## config.mk

```make
export PLATFORM = sky130hd
export DESIGN_NAME = sdram_mode_register_zero_decode
export DESIGN_NICKNAME = d
export VERILOG_FILES = /design/src/shared/mode_zero_pkg.sv /design/src/mode_zero_fields.sv /design/src/sdram_mode_register_zero_decode.sv
export SDC_FILE = /design/constraint.sdc
export NUM_CORES = 1
export LEC_CHECK = 0
export BUFFER_PORTS_ARGS = -buffer_cell sky130_fd_sc_hd__buf_4
export CELL_PAD_IN_SITES_DETAIL_PLACEMENT = 1
export CELL_PAD_IN_SITES_GLOBAL_PLACEMENT = 2
export CORE_MARGIN = 2
export CORE_UTILIZATION = 29
export DETAILED_ROUTE_END_ITERATION = 12
export GPL_TIMING_DRIVEN = 1
export PLACE_DENSITY = 0.79
export SETUP_SLACK_MARGIN = 0.2
export SYNTH_ARGS = -nofsm -noshare
export SYNTH_HDL_FRONTEND = slang
export SYNTH_SLANG_ARGS = --single-unit
```

## constraint.sdc

```tcl
create_clock -name clk -period 1.9 [get_ports clk]
set_input_delay 0.38 -clock clk [delete_from_list [all_inputs] [get_ports clk]]
set_output_delay 0.38 -clock clk [all_outputs]
set_load 0.02 [all_outputs]
```

## src/shared/mode_zero_pkg.sv

```systemverilog
/*
  Package for the mode register zero decoder: command and field layout,
  decode tables' sizes, reset values and the decoded-setting struct.
  Assumes a DDR4-style command bus sampled on a link clock that idles low between commands.
*/
package mode_zero_pkg;

  localparam int ADDR_W = 18;
  localparam int SEL_W = 3;
  localparam logic [2:0] SEL_MODE_ZERO = 3'h0;
  localparam logic [2:0] SEL_CONTROL_WORD = 3'h7;

  // field positions within the address bus
  localparam int WR_HI_BIT = 13;
  localparam int WR_LO_MSB = 11;
  localparam int WR_LO_LSB = 9;
  localparam int DLL_RESET_BIT = 8;
  localparam int TEST_MODE_BIT = 7;
  localparam int CL_HI_BIT = 12;
  localparam int CL_MID_MSB = 6;
  localparam int CL_MID_LSB = 4;
  localparam int BURST_TYPE_BIT = 3;
  localparam int CL_LO_BIT = 2;
  localparam int BL_MSB = 1;
  localparam int BL_LSB = 0;
  localparam int RESERVED_ADDR_BIT = 17;

  // write recovery / read-to-precharge table
  localparam logic [3:0] WR_LAST_CODE = 4'h8;
  localparam logic [5:0] WR_CODE6_CYCLES = 6'h18;
  localparam logic [5:0] WR_CODE7_CYCLES = 6'h16;
  localparam logic [5:0] WR_CODE8_CYCLES = 6'h1A;
  localparam logic [5:0] WR_BASE_CYCLES = 6'h0A;

  // burst length encodings
  localparam logic [1:0] BL_EIGHT = 2'h0;
  localparam logic [1:0] BL_PER_COMMAND = 2'h1;
  localparam logic [1:0] BL_CHOP = 2'h2;

  // precharge time in cycles, added to write recovery for the auto delay
  localparam logic [5:0] PRECHARGE_CYCLES = 6'h13;

  // reset values of the stored register
  localparam logic [17:0] MODE_ZERO_RESET = 18'h00000;

  // command encoding: act_n high, ras_n/cas_n/we_n all low is a set
  typedef struct packed {
    logic cs_n;
    logic act_n;
    logic ras_n;
    logic cas_n;
    logic we_n;
    logic [1:0] bg;
    logic [1:0] ba;
    logic [17:0] addr;
  } cmd_bus_t;

  typedef struct packed {
    logic [5:0] write_recovery;
    logic [4:0] read_to_precharge_cycles;
    logic [6:0] autoprecharge_write_delay;
    logic [4:0] cas_latency_code;
    logic interleaved;
    logic dll_reset;
    logic test_mode_select;
    logic eight_beat_burst;
    logic per_command_burst_choice;
    logic four_beat_chop;
    logic reserved_code;
  } mode_zero_decoded_t;

endpackage

```

## src/mode_zero_fields.sv

```systemverilog
/*
  Combinational decode of the stored 18-bit mode register zero image into
  the settings the rest of the device uses. Assumes a stable stored image.
*/
`timescale 1ns/1ns
module mode_zero_fields
  import mode_zero_pkg::*;
(
  // stored register image
  input wire logic [ADDR_W-1:0] image,
  // decoded settings
  output mode_zero_decoded_t settings
);

  logic [3:0] wr_code;
  logic [5:0] wr_cycles;
  logic wr_bad;

  always_comb begin
    wr_code = {image[WR_HI_BIT], image[WR_LO_MSB:WR_LO_LSB]};
    wr_bad = 1'b0;
    case (wr_code)
      4'h0, 4'h1, 4'h2, 4'h3, 4'h4, 4'h5: begin
        wr_cycles = WR_BASE_CYCLES + {1'b0, wr_code[2:0], 1'b0, 1'b0} / 6'h2;
      end
      4'h6: wr_cycles = WR_CODE6_CYCLES;
      4'h7: wr_cycles = WR_CODE7_CYCLES;
      4'h8: wr_cycles = WR_CODE8_CYCLES;
      default: begin
        wr_cycles = 6'h00;
        wr_bad = 1'b1;
      end
    endcase
  end

  always_comb begin
    settings.write_recovery = wr_cycles;
    settings.read_to_precharge_cycles = wr_cycles[5:1];
    settings.autoprecharge_write_delay =
      {1'b0, wr_cycles} + {1'b0, PRECHARGE_CYCLES};
    settings.cas_latency_code = {image[CL_HI_BIT],
      image[CL_MID_MSB:CL_MID_LSB], image[CL_LO_BIT]};
    settings.interleaved = image[BURST_TYPE_BIT];
    settings.dll_reset = image[DLL_RESET_BIT];
    settings.test_mode_select = image[TEST_MODE_BIT];
    settings.eight_beat_burst =
      image[BL_MSB:BL_LSB] == BL_EIGHT;
    settings.per_command_burst_choice =
      image[BL_MSB:BL_LSB] == BL_PER_COMMAND;
    settings.four_beat_chop = image[BL_MSB:BL_LSB] == BL_CHOP;
    // 11 burst code and codes past 1000 are undefined settings
    settings.reserved_code = wr_bad | (&image[BL_MSB:BL_LSB]);
  end

endmodule // mode_zero_fields

```

## src/sdram_mode_register_zero_decode.sv

```systemverilog
/*
  Mode register zero of the device: catches a mode register set command on
  the link clock, holds the 18-bit image and drives its decoded settings.
  Assumes the command pins and link clock arrive from outside the clk
  domain and stay stable for several clk periods around a link clock rise.
*/
// What this block does
// - select from BG0,BA1:0; selector 111 is ignored with no response
// - write recovery from A13,A11:A9: 10..20, 24, 22, 26; rest reserved
// - read-to-precharge delay is half the write recovery, 5 to 13
// - auto-precharge write delay is write recovery plus precharge time
// - burst length A1:A0: fixed eight, per command, fixed chop, reserved
// - latency code from A12,A6:A4,A2; controller uses supported values
`timescale 1ns/1ns
module sdram_mode_register_zero_decode
  import mode_zero_pkg::*;
#(
  // flops every pin passes before any logic reads it
  parameter int SYNC_DEPTH = 2
)
(
  // system
  input wire logic clk,
  input wire logic reset,
  // link pins
  input wire logic link_clk,
  input wire cmd_bus_t cmd_pins,
  // stored image and decoded settings
  output logic [ADDR_W-1:0] mode_register_zero,
  output mode_zero_decoded_t mode_settings,
  output logic loaded,
  output logic dll_reset_pulse
);

  localparam int CMD_W = $bits(cmd_bus_t);

  // fewer than two stages leaves metastability on the decode path;
  // more than four only adds latency the pin timing cannot spare
  if (SYNC_DEPTH < 2 || SYNC_DEPTH > 4) begin : g_bad_depth
    $error("SYNC_DEPTH must lie between 2 and 4");
  end

  // link clock: the sync stages plus one more for the edge compare
  logic [SYNC_DEPTH:0] lclk_sync_ff;
  logic [SYNC_DEPTH:0] nxt_lclk_sync;
  // command pins: one short shift chain per bit
  logic [SYNC_DEPTH-1:0] cmd_chain_ff [CMD_W];
  logic [SYNC_DEPTH-1:0] nxt_cmd_chain [CMD_W];
  logic [CMD_W-1:0] cmd_flat;
  cmd_bus_t cmd_seen;
  logic [ADDR_W-1:0] image_ff, nxt_image;
  mode_zero_decoded_t settings_ff;
  mode_zero_decoded_t dec_settings;
  logic loaded_ff, nxt_loaded;
  logic dll_pulse_ff, nxt_dll_pulse;
  logic link_rise;
  logic is_set_cmd;
  logic take_write;
  logic [SEL_W-1:0] sel;

  // link clock chain; idles low, so no false edge after reset
  always_comb begin
    nxt_lclk_sync = {lclk_sync_ff[SYNC_DEPTH-1:0], link_clk};
  end

  always_ff @(posedge clk) begin
    if (reset) begin
      lclk_sync_ff <= '0;
    end else begin
      lclk_sync_ff <= nxt_lclk_sync;
    end
  end

  // every command bit passes the same number of stages as the link
  // clock, so the edge and the command it qualifies line up
  for (genvar b = 0; b < CMD_W; b++) begin : g_pin_sync
    always_comb begin
      nxt_cmd_chain[b] = {cmd_chain_ff[b][SYNC_DEPTH-2:0], cmd_pins[b]};
    end

    // reset to all ones: a deselected bus, never a set command
    always_ff @(posedge clk) begin
      if (reset) begin
        cmd_chain_ff[b] <= '1;
      end else begin
        cmd_chain_ff[b] <= nxt_cmd_chain[b];
      end
    end

    assign cmd_flat[b] = cmd_chain_ff[b][SYNC_DEPTH-1];
  end

  // edge found between the last sync stage and the extra one only
  always_comb begin
    cmd_seen = cmd_bus_t'(cmd_flat);
    link_rise = lclk_sync_ff[SYNC_DEPTH-1] & ~lclk_sync_ff[SYNC_DEPTH];
    sel = {cmd_seen.bg[0], cmd_seen.ba};
    is_set_cmd = ~cmd_seen.cs_n & cmd_seen.act_n &
      ~cmd_seen.ras_n & ~cmd_seen.cas_n & ~cmd_seen.we_n;
    // 111 belongs to the buffer control word: dropped with no sign
    take_write = link_rise & is_set_cmd & (sel != SEL_CONTROL_WORD) &
      (sel == SEL_MODE_ZERO);
  end

  // only selector 000 lands here; 111 is dropped silently, others
  // belong to other registers
  always_comb begin
    nxt_image = image_ff;
    nxt_loaded = loaded_ff;
    nxt_dll_pulse = 1'b0;
    if (take_write) begin
      // whole image replaced, no partial update
      nxt_image = cmd_seen.addr;
      nxt_loaded = 1'b1;
      nxt_dll_pulse = cmd_seen.addr[DLL_RESET_BIT];
    end
  end

  always_ff @(posedge clk) begin
    if (reset) begin
      image_ff <= MODE_ZERO_RESET;
      loaded_ff <= 1'b0;
      dll_pulse_ff <= 1'b0;
      settings_ff <= '0;
    end else begin
      image_ff <= nxt_image;
      loaded_ff <= nxt_loaded;
      dll_pulse_ff <= nxt_dll_pulse;
      settings_ff <= dec_settings;
    end
  end

  mode_zero_fields u_fields (
    .image(image_ff),
    .settings(dec_settings)
  );

  always_comb begin
    mode_register_zero = image_ff;
    mode_settings = settings_ff;
    loaded = loaded_ff;
    dll_reset_pulse = dll_pulse_ff;
  end

endmodule // sdram_mode_register_zero_decode

```

==> impl_metrics.tcl, run 1 <==
set metrics [dict create \
    status "finished, final reports clean" \
    io_buffers 74 \
    r2r-start "mode_register_zero[9]" \
    io_pins 80 \
    synthToLayoutAreaGrowth_pct 31.5 \
    p_leak_uw 0.00190 \
    path_cells "inv_6 > ha_4 > o21bai_4 > o31ai_4 > a221o_2 > ha_4 > nor2b_2" \
    ys_ff_latch 97 \
    irDropWorstVdd_v 0.000376 \
    first_pass_iters 2 \
    grt_pass1_wl_mm 9.27 \
    cap_violations 0 \
    drtIter0Drc 57 \
    synth_adder_area_share 0.0199 \
    wl_mm 5.73 \
    diodes 0 \
    synth-async-reset-ratio 0 \
    clk_pin_slew_ps 90 \
    tns_ps 0 \
    cts_root_buf "clkbuf_8" \
    synth_area_leader_cell "dfxtp_1" \
    syn_area_um2 3150 \
    synth_top_family_by_area "simple AND/OR/NAND/NOR gates" \
    row_count 38 \
    cts_tree "yes" \
    cp_common_cell "ha_4" \
    antenna_found_initial 0 \
    fmax_mhz 568 \
    synthDistinctLibCells 36 \
    ys.flop_type "dfxtp_1" \
    hold_viol_final 0 \
    vias_per_cell 4.07 \
    reg2regPathDepth 7 \
    instances_no_fill 495 \
    yosys_warnings 0 \
    synth_top_area_share 0.617 \
    synth_xor_area_frac 0.00278 \
    grt_pass1_vias 1973 \
    ant_nets 0 \
    endpoint "mode_settings[14]" \
    avgRoutedWirePerCell_um 11.6 \
    synth_compound_area_frac 0.0442 \
    numCtsBuffers 9 \
    worstPathArrival_ps 2000 \
    post-place-ws_ps 109 \
    yosysSeqAreaShare 0.617 \
    muxShareOfSynthArea 0.0573 \
    coreArea_um2 10700 \
    startpoint "mode_register_zero[9]" \
    slew_violations 0 \
    ys_top_cells_by_area "dfxtp_1 62%, or2_2 10%, mux2i_1 5.7%" \
    post-route-period-util 0.926 \
    drc 0 \
    n_fill_cell 1190 \
    track_usage 0.103 \
    crit_slowest_cell "dfxtp_4" \
    synthCells 279 \
    crit_type "reg -> reg" \
    power_density_nw_per_um2 862 \
    dp_cells 471 \
    cts_sinks 97 \
    grt_overflow 0 \
    start_util 0.294 \
    grt_setup_unrepaired "true" \
    fin_util 0.387 \
    place_hpwl_mm 3.91 \
    nets 386 \
    die_area_um2 11700 \
    required_ps 2140 \
    clock-skew-final_ps 6.78 \
    syn_area_per_cell_um2 11.3 \
    fin_ws_ps 140 \
    drive_gt1_frac 0.501 \
    reg2reg_setup_slack_ps 140 \
    path_max_fanout 5 \
    synthSimpleGateAreaFrac 0.191 \
    start_kind "flop" \
    slowest_delay_ps 410 \
    grt_max_degree 39 \
    worstSkewPairLatency_ps 350 \
    rr_endpoint "mode_settings[14]" \
    period_needed_ps 1760 \
    hp-class "in -> reg" \
    endpoint_kind "flop" \
    timing.final.setup_violations 0 \
    via_count 2013 \
    die_height_um 108 \
    gp_congestion 0.731 \
    ctsLongestPathBuffers 2 \
    htreeDepth 3 \
    die_w_um 108 \
    synth_edf_count 0 \
    whs_ps 198 \
]
[cell usage after synthesis, drive strengths merged (2+ instances only)]
library cell,number
dfxtp,97
or2,53
nor2,26
buf,22
mux2i,18
nor2b,13
clkbuf,8
inv,6
ha,5
a21o,3
a21oi,3
and2,3
nor3b,3
nand2,2
nand3,2
o21ai,2
o21bai,2
o31ai,2
[state kept, by name, indices dropped and copies added, names as in the netlist]
| signal | count |
|---|---|
| cmd_chain_ff | 52 |
| dll_reset_pulse | 1 |
| lclk_sync_ff | 3 |
| loaded | 1 |
| mode_register_zero | 18 |
| mode_settings | 22 |
[cells in the final DEF, fill, tap and decap left out, types with 2 or more instances in the layout]
cell	count
a21o_1	3
a21oi_1	2
and2_1	2
buf_4	85
buf_6	2
clkbuf_8	9
conb_1	4
dfxtp_1	94
dfxtp_4	2
ha_4	4
inv_1	3
inv_4	2
inv_6	2
mux2i_1	18
nand2_1	2
nor2_1	25
nor2b_1	12
nor3b_1	2
o21ai_0	2
or2_2	52
[critical path: cells and delay by family (launching register included)]
family                     cells  cell delay, ps
AOI/OAI and AO/OA              3             660
adders and majority gates      2             390
buffers and inverters          1              50
DFF                            1             410
and+or+nand+nor                1             140
[logic make-up (layout without fill, tap and decap cells)]
group,after synthesis,count (layout)
buffers and inverters,36,109
DFF,97,97
adders and majority gates,5,5
muxes,18,18
other,1,4
xor gates and xnor gates,1,1
AOI/OAI and AO/OA,16,16
and+or+nand+nor,105,105
[cell type report]
cell class	instances	area (µm²)	share of cell area
Sequential cell	97	1950	0.472
Multi-Input combinational cell	149	1110	0.268
Timing Repair Buffer	88	681	0.165
Tap cell	140	175	0.0424
Clock buffer	9	124	0.0300
Clock inverter	6	66.3	0.0160
Inverter	6	30.0	0.00726
[report_power, final]
part | switching, µW | total [µW] | internal [µW] | leakage (µW)
Clock | 697 | 1300 | 607 | 0.0000960
Combinational | 67.5 | 159 | 91.6 | 0.00100
Sequential | 13.9 | 2100 | 2090 | 0.000799
[worst min path at each step]
stage	startpoint	end	slack (ps)	cells after the start
3_5_place_dp	cmd_chain_ff[0][28]	cmd_chain_ff[0][29]	390	1
4_1_cts	cmd_pins[10]	cmd_chain_ff[0][20]	170	2
3_3_place_gp	cmd_chain_ff[0][16]	cmd_chain_ff[0][17]	390	1
6_report	cmd_pins[5]	cmd_chain_ff[0][10]	200	2
5_1_grt	cmd_pins[1]	cmd_chain_ff[0][2]	180	2
2_1_floorplan	cmd_chain_ff[0][10]	cmd_chain_ff[0][11]	390	1
[stage by stage]
| stage | instance area, µm² | total power (µW) |
|---|---|---|
| floorplan | 3230 | 2240 |
| global placement | 3820 | 2310 |
| detailed placement | 3820 | 2320 |
| CTS | 4060 | 3650 |
| global route | 4140 | 3750 |
| finish | 4140 | 3570 |
[metal layers]
| layer | GRT usage | part of all wire |
|---|---|---|
| met2 | 0.162 | 0.48 |
| met4 | 0.0687 | 0.024 |
| met5 | 0 | 0 |
| met3 | 0.0247 | 0.060 |
| met1 | 0.123 | 0.43 |
[timing repair]
action,in CTS,in global routing
pin swaps,4,6
gates cloned,0,0
setup buffers,4,5
hold buffers,0,0
endpoints found under the setup margin,4,4
gates resized for setup,3,9
(Power assumes the default switching activity.)
==> inputs of run 2 (changes only) <==
--- a/config.mk
+++ b/config.mk
@@ -9,11 +9,12 @@
 export CELL_PAD_IN_SITES_DETAIL_PLACEMENT = 1
 export CELL_PAD_IN_SITES_GLOBAL_PLACEMENT = 2
 export CORE_MARGIN = 2
-export CORE_UTILIZATION = 29
+export CORE_UTILIZATION = 30
 export DETAILED_ROUTE_END_ITERATION = 12
 export GPL_TIMING_DRIVEN = 1
-export PLACE_DENSITY = 0.79
+export PLACE_DENSITY = 0.8
 export SETUP_SLACK_MARGIN = 0.2
 export SYNTH_ARGS = -nofsm -noshare
 export SYNTH_HDL_FRONTEND = slang
+export SYNTH_HIERARCHICAL = 1
 export SYNTH_SLANG_ARGS = --single-unit
==> impl_metrics.tcl, run 2 <==
set metrics [dict create \
    synth_top_area_share 0.580 \
    cts_sinks 105 \
    start_kind "flop" \
    avgRoutedWirePerCell_um 13.4 \
    irDropWorstVdd_v 0.000494 \
    slowest_delay_ps 380 \
    ctsLongestPathBuffers 2 \
    via_count 2389 \
    ys_top_cells_by_area "dfxtp_1 58%, or2_2 9.2%, nor2b_1 6.0%" \
    timing.final.setup_violations 0 \
    synth-async-reset-ratio 0 \
    cap_violations 0 \
    required_ps 2140 \
    cts_tree "yes" \
    path_max_fanout 6 \
    coreArea_um2 11900 \
    wl_mm 7.45 \
    yosys_warnings 6 \
    synth_area_leader_cell "dfxtp_1" \
    path_cells "buf_6 > ha_4 > o21bai_4 > a211oi_2 > buf_4 > o211ai_2 > xnor2_1 > nor2b_2" \
    tns_ps 0 \
    crit_type "reg -> reg" \
    drive_gt1_frac 0.476 \
    fmax_mhz 581 \
    gp_congestion 0.698 \
    slew_headroom 0.588 \
    hold_viol_final 0 \
    slew_violations 0 \
    whs_ps 219 \
    syn_area_um2 3620 \
    synth.most_common_cell "dfxtp_1" \
    grt_overflow 0 \
    worstPathArrival_ps 1960 \
    synthDistinctLibCells 34 \
    grt_max_degree 80 \
    ant_nets 0 \
    die_height_um 114 \
    cpLargestDelayFamily "compound AO/OA/AOI/OAI gates" \
    syn_area_per_cell_um2 10.9 \
    cts_root_buf "clkbuf_16" \
    clk_pin_slew_ps 70 \
    synthToLayoutAreaGrowth_pct 31.2 \
    vias_per_cell 4.29 \
    ys_ff_latch 105 \
    crit_slowest_cell "dfxtp_4" \
    clock-skew-final_ps 5.12 \
    p_leak_uw 0.00191 \
    ctsHoldBuffers 0 \
    io_pins 80 \
    power_density_nw_per_um2 942 \
    row_count 40 \
    die_area_um2 13000 \
    nets 440 \
    place_hpwl_mm 5.11 \
    die_w_um 114 \
    drtIter0Drc 66 \
    yosysSeqAreaShare 0.580 \
    wl_met1_mm 3.38 \
    diodes 0 \
    synthCells 333 \
    hp-class "in -> reg" \
    final_common_cell "dfxtp_1" \
    numCtsBuffers 9 \
    start_util 0.304 \
    grt_setup_unrepaired "true" \
    ys_top_cells_by_count "105 x dfxtp_1, 53 x or2_2, 35 x nor2b_1" \
    largest-register "cmd_chain_ff" \
    wl_met3_um 342 \
    io_buffers 78 \
    route.met2.wl_mm 3.61 \
    drc 0 \
    largest_reg_flops 52 \
    post-route-period-util 0.906 \
    htreeDepth 3 \
    first_pass_iters 4 \
    worstSkewPairLatency_ps 340 \
    tightest_slew_ps 618 \
    endpoint_kind "flop" \
    antenna_found_initial 0 \
    grt_pass1_wl_mm 12.1 \
    grt_pass1_vias 2388 \
    status "finished, final reports clean" \
    crit_buf_inv 2 \
    ys.flop_type "dfxtp_1" \
    dr.max_layer_used "met4" \
    reg2reg_setup_slack_ps 180 \
    synth_edf_count 0 \
    final_cell_mix "102 x dfxtp_1, 94 x buf_4, 53 x or2_2" \
    track_usage 0.119 \
    period_needed_ps 1720 \
]
[run 2: changes by cell type in the layout (fill, tap and decap cells not counted), moves of 3 or more]
cell       previous run  this run
buf_4                85        94
mux2i_1              18         0
nor2_1               25         4
nor2b_1              12        32
a21oi_1               2        19
clkbuf_16             0         9
o31ai_1               1        17
nand2b_1              0         3
clkbuf_8              9         0
dfxtp_1              94       102
nand4_1               0        18
[run 2: metal layers]
layer,track usage,vias to the layer above
met2,0.196,59
li1,-,1232
met3,0.0335,9
met5,0,-
met1,0.148,1089
met4,0.0480,0
[run 2: cells by family after synthesis]
family / after synthesis / share of synthesized area
flops: 105 / 0.580
simple gates: 125 / 0.220
other cells: 2 / 0.00207
fa+ha+maj: 5 / 0.0173
buf+inv: 43 / 0.0725
xor+xnor: 2 / 0.00484
compound gates: 51 / 0.104
[run 2: final cells by class]
| class | count | area [µm²] |
|---|---|---|
| clock buffer | 9 | 225 |
| multi-input combinational | 188 | 1390 |
| clock inverter | 7 | 108 |
| tap | 147 | 184 |
| inverter | 6 | 25.0 |
| timing repair buffer | 95 | 717 |
| fill | 1318 | 7160 |
| sequential | 105 | 2110 |
[run 2: per-stage QoR]
step	power (µW)	instance area, µm²	std cells	utilization	setup slack, ps
2_1_floorplan	2430	3670	336	-	199
3_3_place_gp	2510	4270	533	0.359	190
3_5_place_dp	2510	4270	533	0.359	90.3
4_1_cts	4560	4710	555	0.396	185
5_1_grt	4690	4750	557	0.399	127
6_report	4480	4750	557	0.399	178
[run 2: where the power goes]
part           switching (µW)  internal [µW]  leakage (µW)  total (µW)
clock network             840           1180      0.000160        2020
logic                    76.6           96.8      0.000882         173
registers                19.3           2260      0.000866        2280
total                     936           3540       0.00191        4480
[run 2: worst paths after layout]
check | from | to | cells past startpoint
setup / recovery | mode_register_zero[10] | mode_settings[16] | 8
hold / removal | cmd_pins[26] | cmd_chain_ff[13][0] | 2
hold reg to reg | cmd_chain_ff[12][0] | cmd_chain_ff[12][1] | 1
setup reg to reg | mode_register_zero[10] | mode_settings[16] | 8
[run 2: timing repair]
action | 4_1_cts | 5_1_grt
endpoints found under the setup margin | 3 | 7
buffers inserted | 6 | 2
pin swaps | 6 | 6
resized for setup | 14 | 10
==> inputs of run 3 (changes only) <==
--- a/config.mk
+++ b/config.mk
@@ -9,12 +9,11 @@
 export CELL_PAD_IN_SITES_DETAIL_PLACEMENT = 1
 export CELL_PAD_IN_SITES_GLOBAL_PLACEMENT = 2
 export CORE_MARGIN = 2
-export CORE_UTILIZATION = 30
+export CORE_UTILIZATION = 29
 export DETAILED_ROUTE_END_ITERATION = 12
 export GPL_TIMING_DRIVEN = 1
-export PLACE_DENSITY = 0.8
+export PLACE_DENSITY = 0.79
 export SETUP_SLACK_MARGIN = 0.2
 export SYNTH_ARGS = -nofsm -noshare
 export SYNTH_HDL_FRONTEND = slang
-export SYNTH_HIERARCHICAL = 1
 export SYNTH_SLANG_ARGS = --single-unit
==> constraint.sdc (replaced) <==
create_clock -name clk -period 1.9 [get_ports clk]
set_input_delay 0.19 -clock clk [delete_from_list [all_inputs] [get_ports clk]]
set_output_delay 0.19 -clock clk [all_outputs]
set_load 0.02 [all_outputs]
==> impl_metrics.tcl, run 3 (synthesis gave the netlist of run 1 again) <==
set metrics [dict create \
    status "finished, final reports clean" \
    via_count 2103 \
    grt_pass1_vias 2096 \
    final_common_cell "dfxtp_1" \
    cpLargestDelayFamily "compound AO/OA/AOI/OAI gates" \
    grt_setup_unrepaired "true" \
    worstHoldPathCells 2 \
    die_area_um2 11700 \
    fmax_mhz 571 \
    hp-class "in -> reg" \
    grt_max_degree 45 \
    r2r-start "mode_register_zero[10]" \
    cap_violations 0 \
    die_height_um 108 \
    slew_violations 0 \
    power.internal_uw 2840 \
    crit_buf_inv 1 \
    cts_tree "yes" \
    post-route-period-util 0.921 \
    first_pass_iters 4 \
    numCtsBuffers 9 \
    crit_type "reg -> reg" \
    final_cell_mix "95 x dfxtp_1, 83 x buf_4, 52 x or2_2" \
    ctsLongestPathBuffers 2 \
    slowest_delay_ps 430 \
    ant_nets 0 \
    antenna_found_initial 0 \
    crit_slowest_cell "a221o_2" \
    avgRoutedWirePerCell_um 11.9 \
    reg2reg_setup_slack_ps 150 \
    hold_viol_final 0 \
    hold_path_end "cmd_chain_ff[1][2]" \
    clk_pin_slew_ps 90 \
    fin_util 0.408 \
    nets 408 \
    worst-path-stages 8 \
    start_util 0.294 \
    tns_ps 0 \
    htreeDepth 3 \
    whs_ps 22.0 \
    clock-skew-final_ps 13.5 \
    rr_endpoint "mode_settings[15]" \
    track_usage 0.110 \
    endpoint_kind "flop" \
    row_count 38 \
    synthToLayoutAreaGrowth_pct 38.7 \
    drc 0 \
    irDropWorstVdd_v 0.000321 \
    reg2regPathDepth 8 \
    pwr-share-comb 0.054 \
    post-place-ws_ps 83.9 \
    startpoint "mode_register_zero[10]" \
    worstPathArrival_ps 1990 \
    largest_reg_flops 52 \
    path_cells "inv_4 > ha_4 > o21bai_4 > o31ai_4 > a221o_2 > ha_4 > xnor2_2 > nor2_1" \
    fin_total_pwr_uw 3680 \
    worstSkewPairLatency_ps 370 \
    vias_per_cell 4.06 \
    die_w_um 108 \
    power_density_nw_per_um2 843 \
    period_needed_ps 1750 \
    tightest_slew_ps 536 \
    cts_root_buf "clkbuf_8" \
    gp_congestion 0.761 \
    drtIter0Drc 40 \
    cts_sinks 97 \
    io_buffers 74 \
    grt_overflow 0 \
    n_fill_cell 1215 \
    grt_pass1_wl_mm 9.89 \
    power_frac_seq 0.572 \
    cp_common_cell "ha_4" \
    coreArea_um2 10700 \
    switching_share 0.227 \
    drive_gt1_frac 0.460 \
    place_hpwl_mm 3.91 \
    wl_mm 6.18 \
    slew_headroom 0.642 \
    required_ps 2140 \
    power_frac_clock 0.373 \
    diodes 0 \
    io_pins 80 \
    start_kind "flop" \
    timing.final.setup_violations 0 \
    path_max_fanout 4 \
    power_switching_uw 834 \
    hp-start "cmd_pins[17]" \
    p_leak_uw 0.00199 \
    largest-register "cmd_chain_ff" \
    fin_ws_ps 150 \
]
-- run 3: metal layers --
layer	track usage	vias up	share of wire
met1	0.128	992	0.43
met3	0.0344	10	0.052
li1	-	1052	-
met2	0.185	49	0.50
met5	0	-	0
met4	0.0531	0	0.019
-- run 3: power by group through the flow --
stage | Sequential (µW) | Combinational (µW) | Clock, µW
detailed placement | 2150 | 163 | 0
CTS | 2100 | 204 | 1440
floorplan | 2160 | 86.3 | 0
global route | 2110 | 221 | 1520
global placement | 2150 | 160 | 0
finish | 2100 | 200 | 1370
-- run 3: timing repair --
item	CTS	global route
endpoints found under the setup margin	3	6
hold buffers	25	0
pin swaps	3	5
buffers inserted	7	0
endpoints found under the hold margin	25	0
resized for setup	4	4
-- run 3: cell type report --
cell class | instances | area [µm²] | share of cell area
clock buffers | 10 | 128 | 0.0293
clock inverters | 6 | 75.1 | 0.0172
inverters | 6 | 27.5 | 0.00631
multi-input cells | 149 | 1100 | 0.253
flip-flops and latches | 97 | 1950 | 0.447
well taps | 140 | 175 | 0.0401
repair buffers | 110 | 905 | 0.207
-- run 3: worst max path at each step --
| stage | endpoint | slack [ps] |
|---|---|---|
| global route | mode_settings[17] | 70 |
| detailed placement | mode_settings[14] | 80 |
| global placement | mode_settings[15] | 140 |
| floorplan | mode_settings[15] | 180 |
| CTS | mode_settings[14] | 130 |
| finish | mode_settings[15] | 150 |
-- run 3: metrics by stage --
stage               instances  cell area, µm²
floorplan                 282            3230
global placement          470            3810
detailed placement        470            3810
CTS                       518            4340
global route              518            4360
finish                    518            4360
